<file path="config.mk">
export PLATFORM = sky130hd
export DESIGN_NAME = radio_mode_ctrl
export DESIGN_NICKNAME = d
export VERILOG_FILES = /design/src/hw/radio_mode_pkg.sv /design/src/hw/radio_mode_ctrl.sv
export SDC_FILE = /design/constraint.sdc
export NUM_CORES = 2
export LEC_CHECK = 0
export BUFFER_PORTS_ARGS = -buffer_cell sky130_fd_sc_hd__buf_2
export CORE_ASPECT_RATIO = 0.6
export CORE_MARGIN = 5
export CORE_UTILIZATION = 33
export DETAILED_ROUTE_END_ITERATION = 10
export SYNTH_ARGS = -nofsm -noshare
export SYNTH_HDL_FRONTEND = slang
export SYNTH_SLANG_ARGS = --single-unit
</file>
<file path="constraint.sdc">
create_clock -name CORE_CLK_I -period 34.5 [get_ports CORE_CLK_I]
set_clock_uncertainty 0.2 [all_clocks]
set_input_delay 6.9 -clock CORE_CLK_I [delete_from_list [all_inputs] [get_ports CORE_CLK_I]]
set_output_delay 6.9 -clock CORE_CLK_I [all_outputs]
set_load 0.005 [all_outputs]
</file>
<file path="src/hw/radio_mode_pkg.sv">
// Package with constants and carrier types for the radio mode controller
package radio_mode_pkg;
  // ======================================================================
  // Register map (AXI4-Lite byte addresses)
  // ======================================================================
  localparam logic [7:0] OFS_CTRL = 8'h00;
  localparam logic [7:0] OFS_SRC_SHORT = 8'h04;
  localparam logic [7:0] OFS_SER_HIGH = 8'h08;
  localparam logic [7:0] OFS_SER_LOW = 8'h0C;
  localparam logic [7:0] OFS_DST_HIGH = 8'h10;
  localparam logic [7:0] OFS_DST_LOW = 8'h14;
  localparam logic [7:0] OFS_SLEEP_PER = 8'h18;
  localparam logic [7:0] OFS_IDLE_TIME = 8'h1C;
  localparam logic [7:0] OFS_STATUS = 8'h20;
  localparam logic [7:0] OFS_CMD = 8'h24;
  // CTRL field positions
  localparam int CTRL_SM_LSB = 0;      // sleep_mode_select [2:0]
  localparam int CTRL_COORD = 3;       // coordinator enable
  localparam int CTRL_MM_LSB = 4;      // mac_mode_select [1:0]
  localparam int CTRL_RR_LSB = 8;      // unicast_retry_setting [3:0]
  localparam int CTRL_BE_LSB = 12;     // backoff_exponent_setting [2:0]
  localparam int CTRL_POLLPIN = 15;    // end_device_assoc_options poll on pin wake
  localparam int CTRL_CCA_LSB = 16;    // channel_energy_threshold [7:0]
  // CMD bits (write one to pulse)
  localparam int CMD_FORCE_POLL = 0;
  localparam int CMD_ENTER = 1;
  localparam int CMD_EXIT = 2;
  // Reset values, address limit and broadcast address
  localparam logic [31:0] CTRL_RST = 32'h0000_0000;
  localparam logic [15:0] SRC_SHORT_RST = 16'h0000;
  localparam logic [15:0] ADDR_LIMIT = 16'hFFFE;
  localparam logic [15:0] BCAST_ADDR = 16'hFFFF;
  // Sleep settings
  localparam logic [2:0] SM_OFF = 3'h0;
  localparam logic [2:0] SM_HIB = 3'h1;
  localparam logic [2:0] SM_DOZE = 3'h2;
  localparam logic [2:0] SM_CYC = 3'h4;
  localparam logic [2:0] SM_CYC_PIN = 3'h5;
  // Retry and queue figures
  localparam logic [1:0] CCA_RETRIES = 2'h2;
  localparam logic [1:0] ACK_RETRIES = 2'h3;
  localparam int PEND_DEPTH = 2;
  localparam logic [7:0] ACK_WAIT = 8'h40;   // Cycles to wait for an ack
  localparam logic [7:0] BACKOFF_UNIT = 8'h14; // Cycles per backoff slot
  localparam logic [31:0] TICK_NS = 32'h0000_2710; // Timer tick 10 us
  localparam int CLK_NS = 10;
  localparam logic [15:0] TICK_CYC = 16'(TICK_NS / CLK_NS);

  // Operating modes, one-hot
  typedef enum logic [4:0] {
    M_IDLE = 5'b00001,
    M_TX = 5'b00010,
    M_RX = 5'b00100,
    M_SLEEP = 5'b01000,
    M_CMD = 5'b10000
  } mode_t;

  // Transmit sub-sequence, one-hot
  typedef enum logic [3:0] {
    T_BACKOFF = 4'b0001,
    T_CCA = 4'b0010,
    T_SEND = 4'b0100,
    T_ACK = 4'b1000
  } txph_t;

  // Packet header presented to the radio
  typedef struct packed {
    logic [63:0] src;
    logic src_long;
    logic [63:0] dst;
    logic dst_long;
    logic bcast;
    logic indirect;
  } hdr_t;

  // Pending indirect message slot
  typedef struct packed {
    logic valid;
    logic [15:0] age;
    logic [63:0] dst;
  } slot_t;
endpackage

</file>
<file path="src/hw/radio_mode_ctrl.sv">
// Operating mode, addressing, channel access and sleep controller
//
// The register addresses and register access over AXI4-Lite were chosen for this implementation.
`timescale 1ns/10ps
module radio_mode_ctrl #(
  parameter int LFSR_SEED = 16'hACE1
) (
  input wire logic CORE_CLK_I,
  input wire logic RESET_I,
  input wire logic [3:0] AXI_AWADDR_I,
  input wire logic AXI_AWVALID_I,
  output logic AXI_AWREADY_O,
  input wire logic [31:0] AXI_WDATA_I,
  input wire logic [3:0] AXI_WSTRB_I,
  input wire logic AXI_WVALID_I,
  output logic AXI_WREADY_O,
  output logic [1:0] AXI_BRESP_O,
  output logic AXI_BVALID_O,
  input wire logic AXI_BREADY_I,
  input wire logic [3:0] AXI_ARADDR_I,
  input wire logic AXI_ARVALID_I,
  output logic AXI_ARREADY_O,
  output logic [31:0] AXI_RDATA_O,
  output logic [1:0] AXI_RRESP_O,
  output logic AXI_RVALID_O,
  input wire logic AXI_RREADY_I,
  input wire logic SERIAL_INPUT_BUFFER_READY_I,
  input wire logic RADIO_RX_VALID_I,
  input wire logic RADIO_RX_DONE_I,
  input wire logic RADIO_RX_ADDRESSED_I,
  input wire logic RADIO_RX_POLL_I,
  input wire logic [63:0] RADIO_RX_SRC_I,
  input wire logic [7:0] CHANNEL_ENERGY_I,
  input wire logic RADIO_TX_DONE_I,
  input wire logic RADIO_ACK_I,
  input wire logic SLEEP_REQUEST_PIN_I,
  input wire logic ASSOC_BUSY_I,
  output logic [4:0] MODE_O,
  output logic TX_START_O,
  output logic POLL_START_O,
  output radio_mode_pkg::hdr_t TX_HDR_O,
  output logic TX_CONSUME_O,
  output logic FLOW_READY_N_O
);
  // ======================================================================
  // State
  // ======================================================================
  typedef struct packed {
    radio_mode_pkg::mode_t mode;
    radio_mode_pkg::txph_t ph;
    logic [31:0] ctrl;
    logic [15:0] src_short;
    logic [31:0] ser_hi;
    logic [31:0] ser_lo;
    logic [31:0] dst_hi;
    logic [31:0] dst_lo;
    logic [15:0] sleep_per;
    logic [15:0] idle_time;
    logic [15:0] tick_cnt;
    logic [15:0] idle_cnt;
    logic [15:0] sleep_cnt;
    logic [15:0] direct_cnt;
    logic [63:0] direct_addr;
    logic direct_ok;
    logic [11:0] wait_cnt;
    logic [15:0] lfsr;
    logic [1:0] cca_left;
    logic [1:0] ack_left;
    logic ack_fail;
    logic cca_fail;
    logic pin_prev;
    logic pin_woke;
    logic poll_pend;
    logic cmd_req;
    logic cmd_exit;
    radio_mode_pkg::slot_t [1:0] slot;
    radio_mode_pkg::hdr_t hdr;
    logic tx_start;
    logic poll_start;
    logic consume;
    logic flow_n;
    logic bvalid;
    logic rvalid;
    logic [31:0] rdata;
    logic [1:0] rresp;
    logic [1:0] bresp;
  } st_t;

  st_t s_r;
  st_t s_nxt;

  logic [2:0] sm;
  logic is_coord;
  logic tick;
  logic aw_go;
  logic ar_go;
  logic [63:0] dst_full;
  logic dst_long;
  logic bcast;
  logic pin_sleep;
  logic cyc_sleep;
  logic want_sleep;
  logic wake;
  logic [15:0] bmask;
  logic cmd_wr;
  integer i;

  // Refuse a seed that would lock the shift register at zero
  if ((LFSR_SEED < 1) || (LFSR_SEED > 65535)) begin : g_seed_check
    $error("LFSR_SEED must be a non-zero 16-bit value");
  end

  // Helpers decoded from configuration
  assign sm = s_r.ctrl[radio_mode_pkg::CTRL_SM_LSB +: 3];
  assign is_coord = s_r.ctrl[radio_mode_pkg::CTRL_COORD];
  assign tick = (s_r.tick_cnt == radio_mode_pkg::TICK_CYC - 16'h0001);
  assign dst_long = (s_r.dst_hi != 32'h0000_0000) ||
                    (s_r.dst_lo[15:0] >= radio_mode_pkg::ADDR_LIMIT) && !bcast;
  assign bcast = (s_r.dst_hi == 32'h0000_0000) &&
                 (s_r.dst_lo == {16'h0000, radio_mode_pkg::BCAST_ADDR});
  assign dst_full = {s_r.dst_hi, s_r.dst_lo};
  assign pin_sleep = (sm == radio_mode_pkg::SM_HIB) || (sm == radio_mode_pkg::SM_DOZE);
  assign cyc_sleep = (sm == radio_mode_pkg::SM_CYC) || (sm == radio_mode_pkg::SM_CYC_PIN);
  // Sleep entry conditions
  assign want_sleep = (sm != radio_mode_pkg::SM_OFF) &&
    (((pin_sleep || (sm == radio_mode_pkg::SM_CYC_PIN && !s_r.pin_woke)) &&
      SLEEP_REQUEST_PIN_I) ||
     (cyc_sleep && s_r.idle_cnt >= s_r.idle_time));
  assign bmask = 16'((17'h00001 << s_r.ctrl[radio_mode_pkg::CTRL_BE_LSB +: 3]) - 17'h00001);

  // Bus handshakes: address and data taken together, one at a time
  assign aw_go = AXI_AWVALID_I && AXI_WVALID_I && !s_r.bvalid;
  assign cmd_wr = aw_go && ({2'b00, AXI_AWADDR_I, 2'b00} == radio_mode_pkg::OFS_CMD);
  assign ar_go = AXI_ARVALID_I && !s_r.rvalid;
  assign AXI_AWREADY_O = aw_go;
  assign AXI_WREADY_O = aw_go;
  assign AXI_ARREADY_O = ar_go;
  assign AXI_BVALID_O = s_r.bvalid;
  assign AXI_BRESP_O = s_r.bresp;
  assign AXI_RVALID_O = s_r.rvalid;
  assign AXI_RDATA_O = s_r.rdata;
  assign AXI_RRESP_O = s_r.rresp;
  assign MODE_O = s_r.mode;
  assign TX_START_O = s_r.tx_start;
  assign POLL_START_O = s_r.poll_start;
  assign TX_HDR_O = s_r.hdr;
  assign TX_CONSUME_O = s_r.consume;
  assign FLOW_READY_N_O = s_r.flow_n;

  // ======================================================================
  // Next state
  // ======================================================================
  always_comb begin
    logic [7:0] a;
    logic direct;
    s_nxt = s_r;
    a = 8'h00;
    direct = 1'b0;
    wake = 1'b0;
    s_nxt.tx_start = 1'b0;
    s_nxt.poll_start = 1'b0;
    s_nxt.consume = 1'b0;
    s_nxt.pin_prev = SLEEP_REQUEST_PIN_I;
    s_nxt.lfsr = {s_r.lfsr[14:0], s_r.lfsr[15] ^ s_r.lfsr[13] ^ s_r.lfsr[12] ^ s_r.lfsr[10]};
    s_nxt.tick_cnt = tick ? 16'h0000 : s_r.tick_cnt + 16'h0001;

    // Register writes
    if (aw_go) begin
      a = {2'b00, AXI_AWADDR_I, 2'b00};
      s_nxt.bvalid = 1'b1;
      s_nxt.bresp = 2'b00;
      unique case (a)
        radio_mode_pkg::OFS_CTRL: s_nxt.ctrl = AXI_WDATA_I;
        radio_mode_pkg::OFS_SRC_SHORT: s_nxt.src_short = AXI_WDATA_I[15:0];
        radio_mode_pkg::OFS_SER_HIGH: s_nxt.ser_hi = AXI_WDATA_I;
        radio_mode_pkg::OFS_SER_LOW: s_nxt.ser_lo = AXI_WDATA_I;
        radio_mode_pkg::OFS_DST_HIGH: s_nxt.dst_hi = AXI_WDATA_I;
        radio_mode_pkg::OFS_DST_LOW: s_nxt.dst_lo = AXI_WDATA_I;
        radio_mode_pkg::OFS_SLEEP_PER: s_nxt.sleep_per = AXI_WDATA_I[15:0];
        radio_mode_pkg::OFS_IDLE_TIME: s_nxt.idle_time = AXI_WDATA_I[15:0];
        radio_mode_pkg::OFS_STATUS: ;
        radio_mode_pkg::OFS_CMD: begin
          if (AXI_WDATA_I[radio_mode_pkg::CMD_FORCE_POLL]) begin
            s_nxt.poll_pend = 1'b1;
          end
          if (AXI_WDATA_I[radio_mode_pkg::CMD_ENTER]) begin
            s_nxt.cmd_req = 1'b1;
          end
          if (AXI_WDATA_I[radio_mode_pkg::CMD_EXIT]) begin
            s_nxt.cmd_exit = 1'b1;
          end
        end
        default: s_nxt.bresp = 2'b10;
      endcase
      if (AXI_WSTRB_I != 4'hF) begin
        s_nxt.bresp = 2'b10;
      end
    end else if (AXI_BREADY_I) begin
      s_nxt.bvalid = 1'b0;
    end

    // Register reads; the ack and CCA fail flags clear on a status read, a new set wins
    if (ar_go) begin
      a = {2'b00, AXI_ARADDR_I, 2'b00};
      s_nxt.rvalid = 1'b1;
      s_nxt.rresp = 2'b00;
      unique case (a)
        radio_mode_pkg::OFS_CTRL: s_nxt.rdata = s_r.ctrl;
        radio_mode_pkg::OFS_SRC_SHORT: s_nxt.rdata = {16'h0000, s_r.src_short};
        radio_mode_pkg::OFS_SER_HIGH: s_nxt.rdata = s_r.ser_hi;
        radio_mode_pkg::OFS_SER_LOW: s_nxt.rdata = s_r.ser_lo;
        radio_mode_pkg::OFS_DST_HIGH: s_nxt.rdata = s_r.dst_hi;
        radio_mode_pkg::OFS_DST_LOW: s_nxt.rdata = s_r.dst_lo;
        radio_mode_pkg::OFS_SLEEP_PER: s_nxt.rdata = {16'h0000, s_r.sleep_per};
        radio_mode_pkg::OFS_IDLE_TIME: s_nxt.rdata = {16'h0000, s_r.idle_time};
        radio_mode_pkg::OFS_STATUS: begin
          s_nxt.rdata = {21'h00_0000, s_r.slot[1].valid, s_r.slot[0].valid, s_r.direct_ok,
                         s_r.ack_fail, s_r.cca_fail, 1'b0, s_r.mode};
          s_nxt.ack_fail = 1'b0;
          s_nxt.cca_fail = 1'b0;
        end
        radio_mode_pkg::OFS_CMD: s_nxt.rdata = 32'h0000_0000;
        default: begin
          s_nxt.rdata = 32'h0000_0000;
          s_nxt.rresp = 2'b10;
        end
      endcase
    end else if (AXI_RREADY_I) begin
      s_nxt.rvalid = 1'b0;
    end

    // Inactivity timer for the one address last heard, for direct delivery
    if (tick && s_r.direct_ok) begin
      if (s_r.direct_cnt >= s_r.idle_time) begin
        s_nxt.direct_ok = 1'b0;
      end else begin
        s_nxt.direct_cnt = s_r.direct_cnt + 16'h0001;
      end
    end
    if (((RADIO_RX_VALID_I && RADIO_RX_ADDRESSED_I) || RADIO_RX_POLL_I) && is_coord) begin
      s_nxt.direct_ok = 1'b1;
      s_nxt.direct_addr = RADIO_RX_SRC_I;
      s_nxt.direct_cnt = 16'h0000;
    end

    // Indirect slots age out after the sleep period
    for (i = 0; i < radio_mode_pkg::PEND_DEPTH; i++) begin
      if (s_r.slot[i].valid && tick) begin
        if (s_r.slot[i].age >= s_r.sleep_per) begin
          s_nxt.slot[i].valid = 1'b0;
        end else begin
          s_nxt.slot[i].age = s_r.slot[i].age + 16'h0001;
        end
      end
      if (RADIO_RX_POLL_I && s_r.slot[i].valid && s_r.slot[i].dst == RADIO_RX_SRC_I) begin
        s_nxt.slot[i].valid = 1'b0;
      end
    end

    // Idle timer, counted in ticks while idle
    if (tick && s_r.mode == radio_mode_pkg::M_IDLE && s_r.idle_cnt != 16'hFFFF) begin
      s_nxt.idle_cnt = s_r.idle_cnt + 16'h0001;
    end
    if (s_r.mode != radio_mode_pkg::M_IDLE) begin
      s_nxt.idle_cnt = 16'h0000;
    end

    // Mode machine
    unique case (s_r.mode)
      radio_mode_pkg::M_IDLE: begin
        if (s_r.cmd_req) begin
          s_nxt.cmd_req = cmd_wr && AXI_WDATA_I[radio_mode_pkg::CMD_ENTER]; // New request wins
          s_nxt.mode = radio_mode_pkg::M_CMD;
        end else if (RADIO_RX_VALID_I) begin
          s_nxt.mode = radio_mode_pkg::M_RX;
        end else if (s_r.poll_pend && !is_coord) begin
          s_nxt.poll_pend = cmd_wr && AXI_WDATA_I[radio_mode_pkg::CMD_FORCE_POLL]; // New wins
          s_nxt.poll_start = 1'b1;
        end else if (SERIAL_INPUT_BUFFER_READY_I) begin
          // Build header and choose delivery
          s_nxt.hdr.src_long = (s_r.src_short >= radio_mode_pkg::ADDR_LIMIT);
          s_nxt.hdr.src = (s_r.src_short < radio_mode_pkg::ADDR_LIMIT) ?
            {48'h0000_0000_0000, s_r.src_short} : {s_r.ser_hi, s_r.ser_lo};
          s_nxt.hdr.dst = dst_long ? dst_full : {48'h0000_0000_0000, s_r.dst_lo[15:0]};
          s_nxt.hdr.dst_long = dst_long;
          s_nxt.hdr.bcast = bcast;
          direct = !is_coord || bcast || (s_r.sleep_per == 16'h0000) ||
                   (s_r.direct_ok && s_r.direct_addr == dst_full);
          s_nxt.consume = 1'b1;
          if (direct) begin
            s_nxt.hdr.indirect = 1'b0;
            s_nxt.mode = radio_mode_pkg::M_TX;
            s_nxt.ph = radio_mode_pkg::T_BACKOFF;
            s_nxt.wait_cnt = 12'(s_r.lfsr & bmask) * {4'h0, radio_mode_pkg::BACKOFF_UNIT};
            s_nxt.cca_left = radio_mode_pkg::CCA_RETRIES;
            s_nxt.ack_left = radio_mode_pkg::ACK_RETRIES;
            if (!bcast) begin
              s_nxt.direct_cnt = 16'h0000;
            end
          end else if (!s_r.slot[0].valid) begin
            s_nxt.slot[0] = '{valid: 1'b1, age: 16'h0000, dst: dst_full};
          end else if (!s_r.slot[1].valid) begin
            s_nxt.slot[1] = '{valid: 1'b1, age: 16'h0000, dst: dst_full};
          end else begin
            s_nxt.consume = 1'b0; // Both slots full: leave data waiting
          end
        end else if (want_sleep && !ASSOC_BUSY_I) begin
          s_nxt.mode = radio_mode_pkg::M_SLEEP;
          s_nxt.flow_n = 1'b1;
          s_nxt.sleep_cnt = 16'h0000;
        end
      end
      radio_mode_pkg::M_TX: begin
        unique case (s_r.ph)
          radio_mode_pkg::T_BACKOFF: begin
            if (s_r.wait_cnt == 12'h000) begin
              s_nxt.ph = radio_mode_pkg::T_CCA;
            end else begin
              s_nxt.wait_cnt = s_r.wait_cnt - 12'h001;
            end
          end
          radio_mode_pkg::T_CCA: begin
            if (CHANNEL_ENERGY_I > s_r.ctrl[radio_mode_pkg::CTRL_CCA_LSB +: 8]) begin
              if (s_r.cca_left == 2'h0) begin
                s_nxt.cca_fail = 1'b1;
                s_nxt.mode = radio_mode_pkg::M_IDLE;
              end else begin
                s_nxt.cca_left = s_r.cca_left - 2'h1;
                s_nxt.ph = radio_mode_pkg::T_BACKOFF;
                s_nxt.wait_cnt = 12'((s_r.lfsr & bmask) | 16'h0001) *
                                 {4'h0, radio_mode_pkg::BACKOFF_UNIT};
              end
            end else begin
              s_nxt.tx_start = 1'b1;
              s_nxt.ph = radio_mode_pkg::T_SEND;
            end
          end
          radio_mode_pkg::T_SEND: begin
            if (RADIO_TX_DONE_I) begin
              if (s_r.hdr.bcast) begin
                s_nxt.mode = radio_mode_pkg::M_IDLE;
              end else begin
                s_nxt.ph = radio_mode_pkg::T_ACK;
                s_nxt.wait_cnt = {4'h0, radio_mode_pkg::ACK_WAIT};
              end
            end
          end
          radio_mode_pkg::T_ACK: begin
            if (RADIO_ACK_I) begin
              s_nxt.mode = radio_mode_pkg::M_IDLE;
            end else if (s_r.wait_cnt == 12'h000) begin
              if (s_r.ack_left == 2'h0) begin
                s_nxt.ack_fail = 1'b1;
                s_nxt.mode = radio_mode_pkg::M_IDLE;
              end else begin
                s_nxt.ack_left = s_r.ack_left - 2'h1;
                s_nxt.cca_left = radio_mode_pkg::CCA_RETRIES;
                s_nxt.ph = radio_mode_pkg::T_CCA;
              end
            end else begin
              s_nxt.wait_cnt = s_r.wait_cnt - 12'h001;
            end
          end
        endcase
      end
      radio_mode_pkg::M_RX: begin
        if (RADIO_RX_DONE_I) begin
          s_nxt.mode = radio_mode_pkg::M_IDLE;
        end
      end
      radio_mode_pkg::M_CMD: begin
        if (s_r.cmd_exit) begin
          s_nxt.cmd_exit = cmd_wr && AXI_WDATA_I[radio_mode_pkg::CMD_EXIT];
          s_nxt.mode = radio_mode_pkg::M_IDLE;
        end
      end
      radio_mode_pkg::M_SLEEP: begin
        wake = 1'b0;
        if (tick) begin
          s_nxt.sleep_cnt = s_r.sleep_cnt + 16'h0001;
        end
        if (pin_sleep && !SLEEP_REQUEST_PIN_I) begin
          wake = 1'b1;
          s_nxt.poll_pend = s_nxt.poll_pend | s_r.ctrl[radio_mode_pkg::CTRL_POLLPIN];
        end
        if (cyc_sleep && s_r.sleep_cnt >= s_r.sleep_per) begin
          wake = 1'b1;
          s_nxt.poll_pend = 1'b1;
          s_nxt.pin_woke = 1'b0;
        end
        if (sm == radio_mode_pkg::SM_CYC_PIN && s_r.pin_prev && !SLEEP_REQUEST_PIN_I) begin
          wake = 1'b1;
          s_nxt.pin_woke = 1'b1;
        end
        if (sm == radio_mode_pkg::SM_OFF) begin
          wake = 1'b1;
        end
        if (wake) begin
          s_nxt.mode = radio_mode_pkg::M_IDLE;
          s_nxt.flow_n = 1'b0;
          s_nxt.idle_cnt = 16'h0000;
        end
      end
    endcase
  end

  // ======================================================================
  // State register
  // ======================================================================
  always_ff @(posedge CORE_CLK_I or posedge RESET_I) begin
    if (RESET_I) begin
      s_r <= '0;
      s_r.mode <= radio_mode_pkg::M_IDLE;
      s_r.ph <= radio_mode_pkg::T_BACKOFF;
      s_r.ctrl <= radio_mode_pkg::CTRL_RST;
      s_r.src_short <= radio_mode_pkg::SRC_SHORT_RST;
      s_r.lfsr <= 16'(LFSR_SEED);
    end else begin
      s_r <= s_nxt;
    end
  end
endmodule

</file>
==> key figures <==
STA
  – Tmin final: 15.06 ns
  – FMAX: around 66 MHz
  – Fin Setup TNS: 0 ns
  – RSZ-0062 raised after global routing: no
  – Fin crit share: 0.4365
  – Min Hold Slack: 0.1485 ns
  – Relative slew slack: 0.2374
  – Max-slew violations: 0
  – Count of final hold-check violations: 0
  – Slew @ Worst Pin: around 1.1 ns
  – Setup violators final: 0

Placement
  – RePlAce Congestion: 0.9280
  – PortBufs: 310
  – Dpl hpwl: 93.59 mm

Clock network
  – Max H-tree Level: 3
  – Clock Latency Late Sink: 0.67 ns
  – CTS tree: built
  – Clock Pin Slew Worst Setup and Hold Paths: 0.06 ns
  – Hold Buf Count CTS: 0
  – # Post-CTS Setup Buffers: 0
  – Resized cells post-CTS: 0
  – Total CTS buffers: 68
  – CTS Sinks: between 700 and 800
  – Clock root buffer: clkbuf_16
  – Max Buffers Root-to-Sink: 3

Die
  – Die height: about 270 um
  – Starting density of the core: 0.3313
  – CORE AREA: 109300 sq um
  – Die area: 116600 sq um
  – IO Pins: between 300 and 400
  – Row count: 94
  – Die span in x: 437.6 um

Synth
  – Top FF cell, synth: dfrtp_1
  – Mapped Area: ~36000 sq um
  – Largest family of logic cells by synthesized area: simple AND/OR/NAND/NOR gates
  – Synth area leaders: dfrtp_1 49%, mux2_2 8.4%, nand2_1 6.2%
  – Yosys reg bits: 718
  – Synth area leader: dfrtp_1
  – Yosys cell types: 77
  – Multiplexer area fraction after synthesis: 0.09036
  – Post-synthesis xor/xnor area fraction: 0.05178
  – Ys Warns: 0
  – Sequential area share after synthesis: 0.4967
  – Ys async rst share: 1.000
  – EDFF count, synth: 0
  – Compound-Gate Fraction of Synth Area: 0.1139
  – Synthesized-area fraction occupied by adder cells: 0.03948
  – Post-Synth Simple-Gate Area: 0.1410
  – Mapped Cells: roughly 3500
  – Post-synth top area share: 0.4895
  – Synth Area per Inst: 10.29 sq um

Critical path
  – Critical R2R Launch: dst_full[24]$_DFFE_PP0P_
  – Critical Path RT: 27.40 ns
  – Critical Path End Type: output pin
  – Critical path data arrival time: 7.96 ns
  – Setup CP Type: primary input to output pin
  – Setup crit start: AXI_ARVALID_I
  – Worst Path Max Fanout: 37
  – Critical Path Start Type: primary input

Finish
  – Area delta synth->final: 11.75%
  – Share of layout cells above drive strength 1: 0.2132
  – Fin nets: ~3900
  – Final Util: 0.3702
  – Commonest non-fill, non-tap cell in the layout: dfrtp_1
  – Fillers: ~11000
  – Commonest cells after routing, fill and taps aside: 708 x dfrtp_1, 592 x nand2_1, 310 x buf_2

GRT
  – All-Layer GR Usage: 0.2153
  – Grt met2 use: 0.3145
  – M3 GR Usage: 0.06226
  – First-pass GRT wire length: approximately 190 mm
  – Vias in the first global route: approximately 27000
  – Initial antenna violation count: 43
  – Grt ovf: 0
  – Largest net degree at the start of global routing: 177
  – M1 GR Usage: 0.3151
  – Busiest layer in global routing: met1

Power
  – Lkg Pwr: 0.01873 uW
  – VDD IR-drop max: 0.03548 mV
  – P per Cell Area: 68.12 nW/um^2

Detailed routing
  – Vias per cell: 5.455
  – WL final: 129.0 mm
  – Remaining routing DRC violations: 0
  – Drt first-iter violations: 3212
  – DR vias: 27900
  – Wire per inst: 25.23 um
  – Routed Antenna Nets: 0
  – Router iterations before antenna repair: 7

Min path
  – HP Start: s_nxt[356]$_DFF_PP0_
  – Hold Crit Class: flip-flop to flip-flop

Status
  – Status: complete, no violations

Job
  – Max-Cap Viols: 0
-- cells in the mapped netlist, types with 12 or more instances --
cell type    n
a21o_1      22
a21oi_1     84
a221oi_1    15
a222oi_1    20
a22o_1      90
a22oi_1     64
a31oi_1     12
and3_1      22
buf_4      174
clkbuf_1   161
dfrtp_1    708
ha_1       111
inv_1      119
mux2_2     270
mux2i_1     23
nand2_1    594
nand2b_1    34
nand3_1     54
nand4_1     59
nor2_1     139
nor2b_1     20
nor3_1      42
nor4_1      46
o21ai_0    195
o22ai_1     18
o31ai_1     14
or3_1       20
xnor2_1    142
xor2_1      72
-- metrics by stage --
| stage | setup WS, ns | std cells | instance area [sq um] | total power, uW |
|---|---|---|---|---|
| global placement | 19.48 | 4981 | 38180 | 1949 |
| floorplan | 7.276 | 3523 | 36210 | 1725 |
| global route | 19.45 | 5108 | 40430 | 2897 |
| finish | 19.44 | 5114 | 40450 | 2755 |
| detailed placement | 19.48 | 4981 | 38180 | 1969 |
| CTS | 19.49 | 5099 | 40410 | 2760 |
-- path summary, 6_finish.rpt --
path | slack, ns | cells after the start | endpoint
worst max register to register | 29.70 | 8 | s_r[275]$_DFFE_PP0P_
worst max-delay path | 19.44 | 5 | AXI_ARREADY_O
max in group asynchronous | 23.88 | 6 | TX_HDR_O[20]$_DFFE_PP0P_
min in group asynchronous | 6.19 | 2 | s_r[328]$_DFF_PP0_
worst min register to register | 0.15 | 0 | s_nxt[357]$_DFF_PP0_
worst min-delay path | 0.15 | 0 | s_nxt[357]$_DFF_PP0_
-- final cells by class --
cell class / instances / area [sq um] / share of cell area
flip-flops and latches: 718 / 17980 / 0.4445
clock inverters: 20 / 245.2 / 0.006063
repair buffers: 366 / 1997 / 0.04937
multi-input cells: 2337 / 15940 / 0.3941
diodes: 15 / 37.54 / 0.0009280
inverters: 120 / 457.9 / 0.01132
well taps: 1440 / 1802 / 0.04454
clock buffers: 98 / 1987 / 0.04912
-- kinds of logic after synthesis --
group	count (synthesis)
xor gates and xnor gates	214
adders and majority gates	113
DFF	718
other	1
AOI/OAI and AO/OA	610
buffers and inverters	468
and+or+nand+nor	1102
muxes	293
-- worst max-delay path, cell delays in order --
cell and delay (ns):
buf_2 0.10, nand2_2 0.04, buf_4 0.50, inv_1 0.16
buf_2 0.17
-- power breakdown --
group | leakage [uW] | switching, uW | internal [uW] | total [uW]
combinational | 0.00836 | 401 | 309 | 709
clock | 0.00109 | 354 | 433 | 787
sequential | 0.00927 | 214 | 1040 | 1260
total | 0.0187 | 969 | 1790 | 2760
-- sequential cells by signal (all words and copies together) (netlist names) --
signal / flops
AXI_BVALID_O: 1
TX_HDR_O: 131
is_coord: 1
s_nxt: 15
TX_CONSUME_O: 1
TX_START_O: 1
dst_full: 64
MODE_O: 5
AXI_RVALID_O: 1
s_r: 462
AXI_RDATA_O: 32
POLL_START_O: 1
AXI_BRESP_O: 1
FLOW_READY_N_O: 1
AXI_RRESP_O: 1
-- metal layers --
| metal | routed length (um) | vias to the layer above |
|---|---|---|
| li1 | - | 12350 |
| met1 | 58040 | 14110 |
| met2 | 55060 | 1226 |
| met3 | 12940 | 202 |
| met4 | 2914 | 8 |
| met5 | 61 | - |
Power figures use the tool's default switching activity.
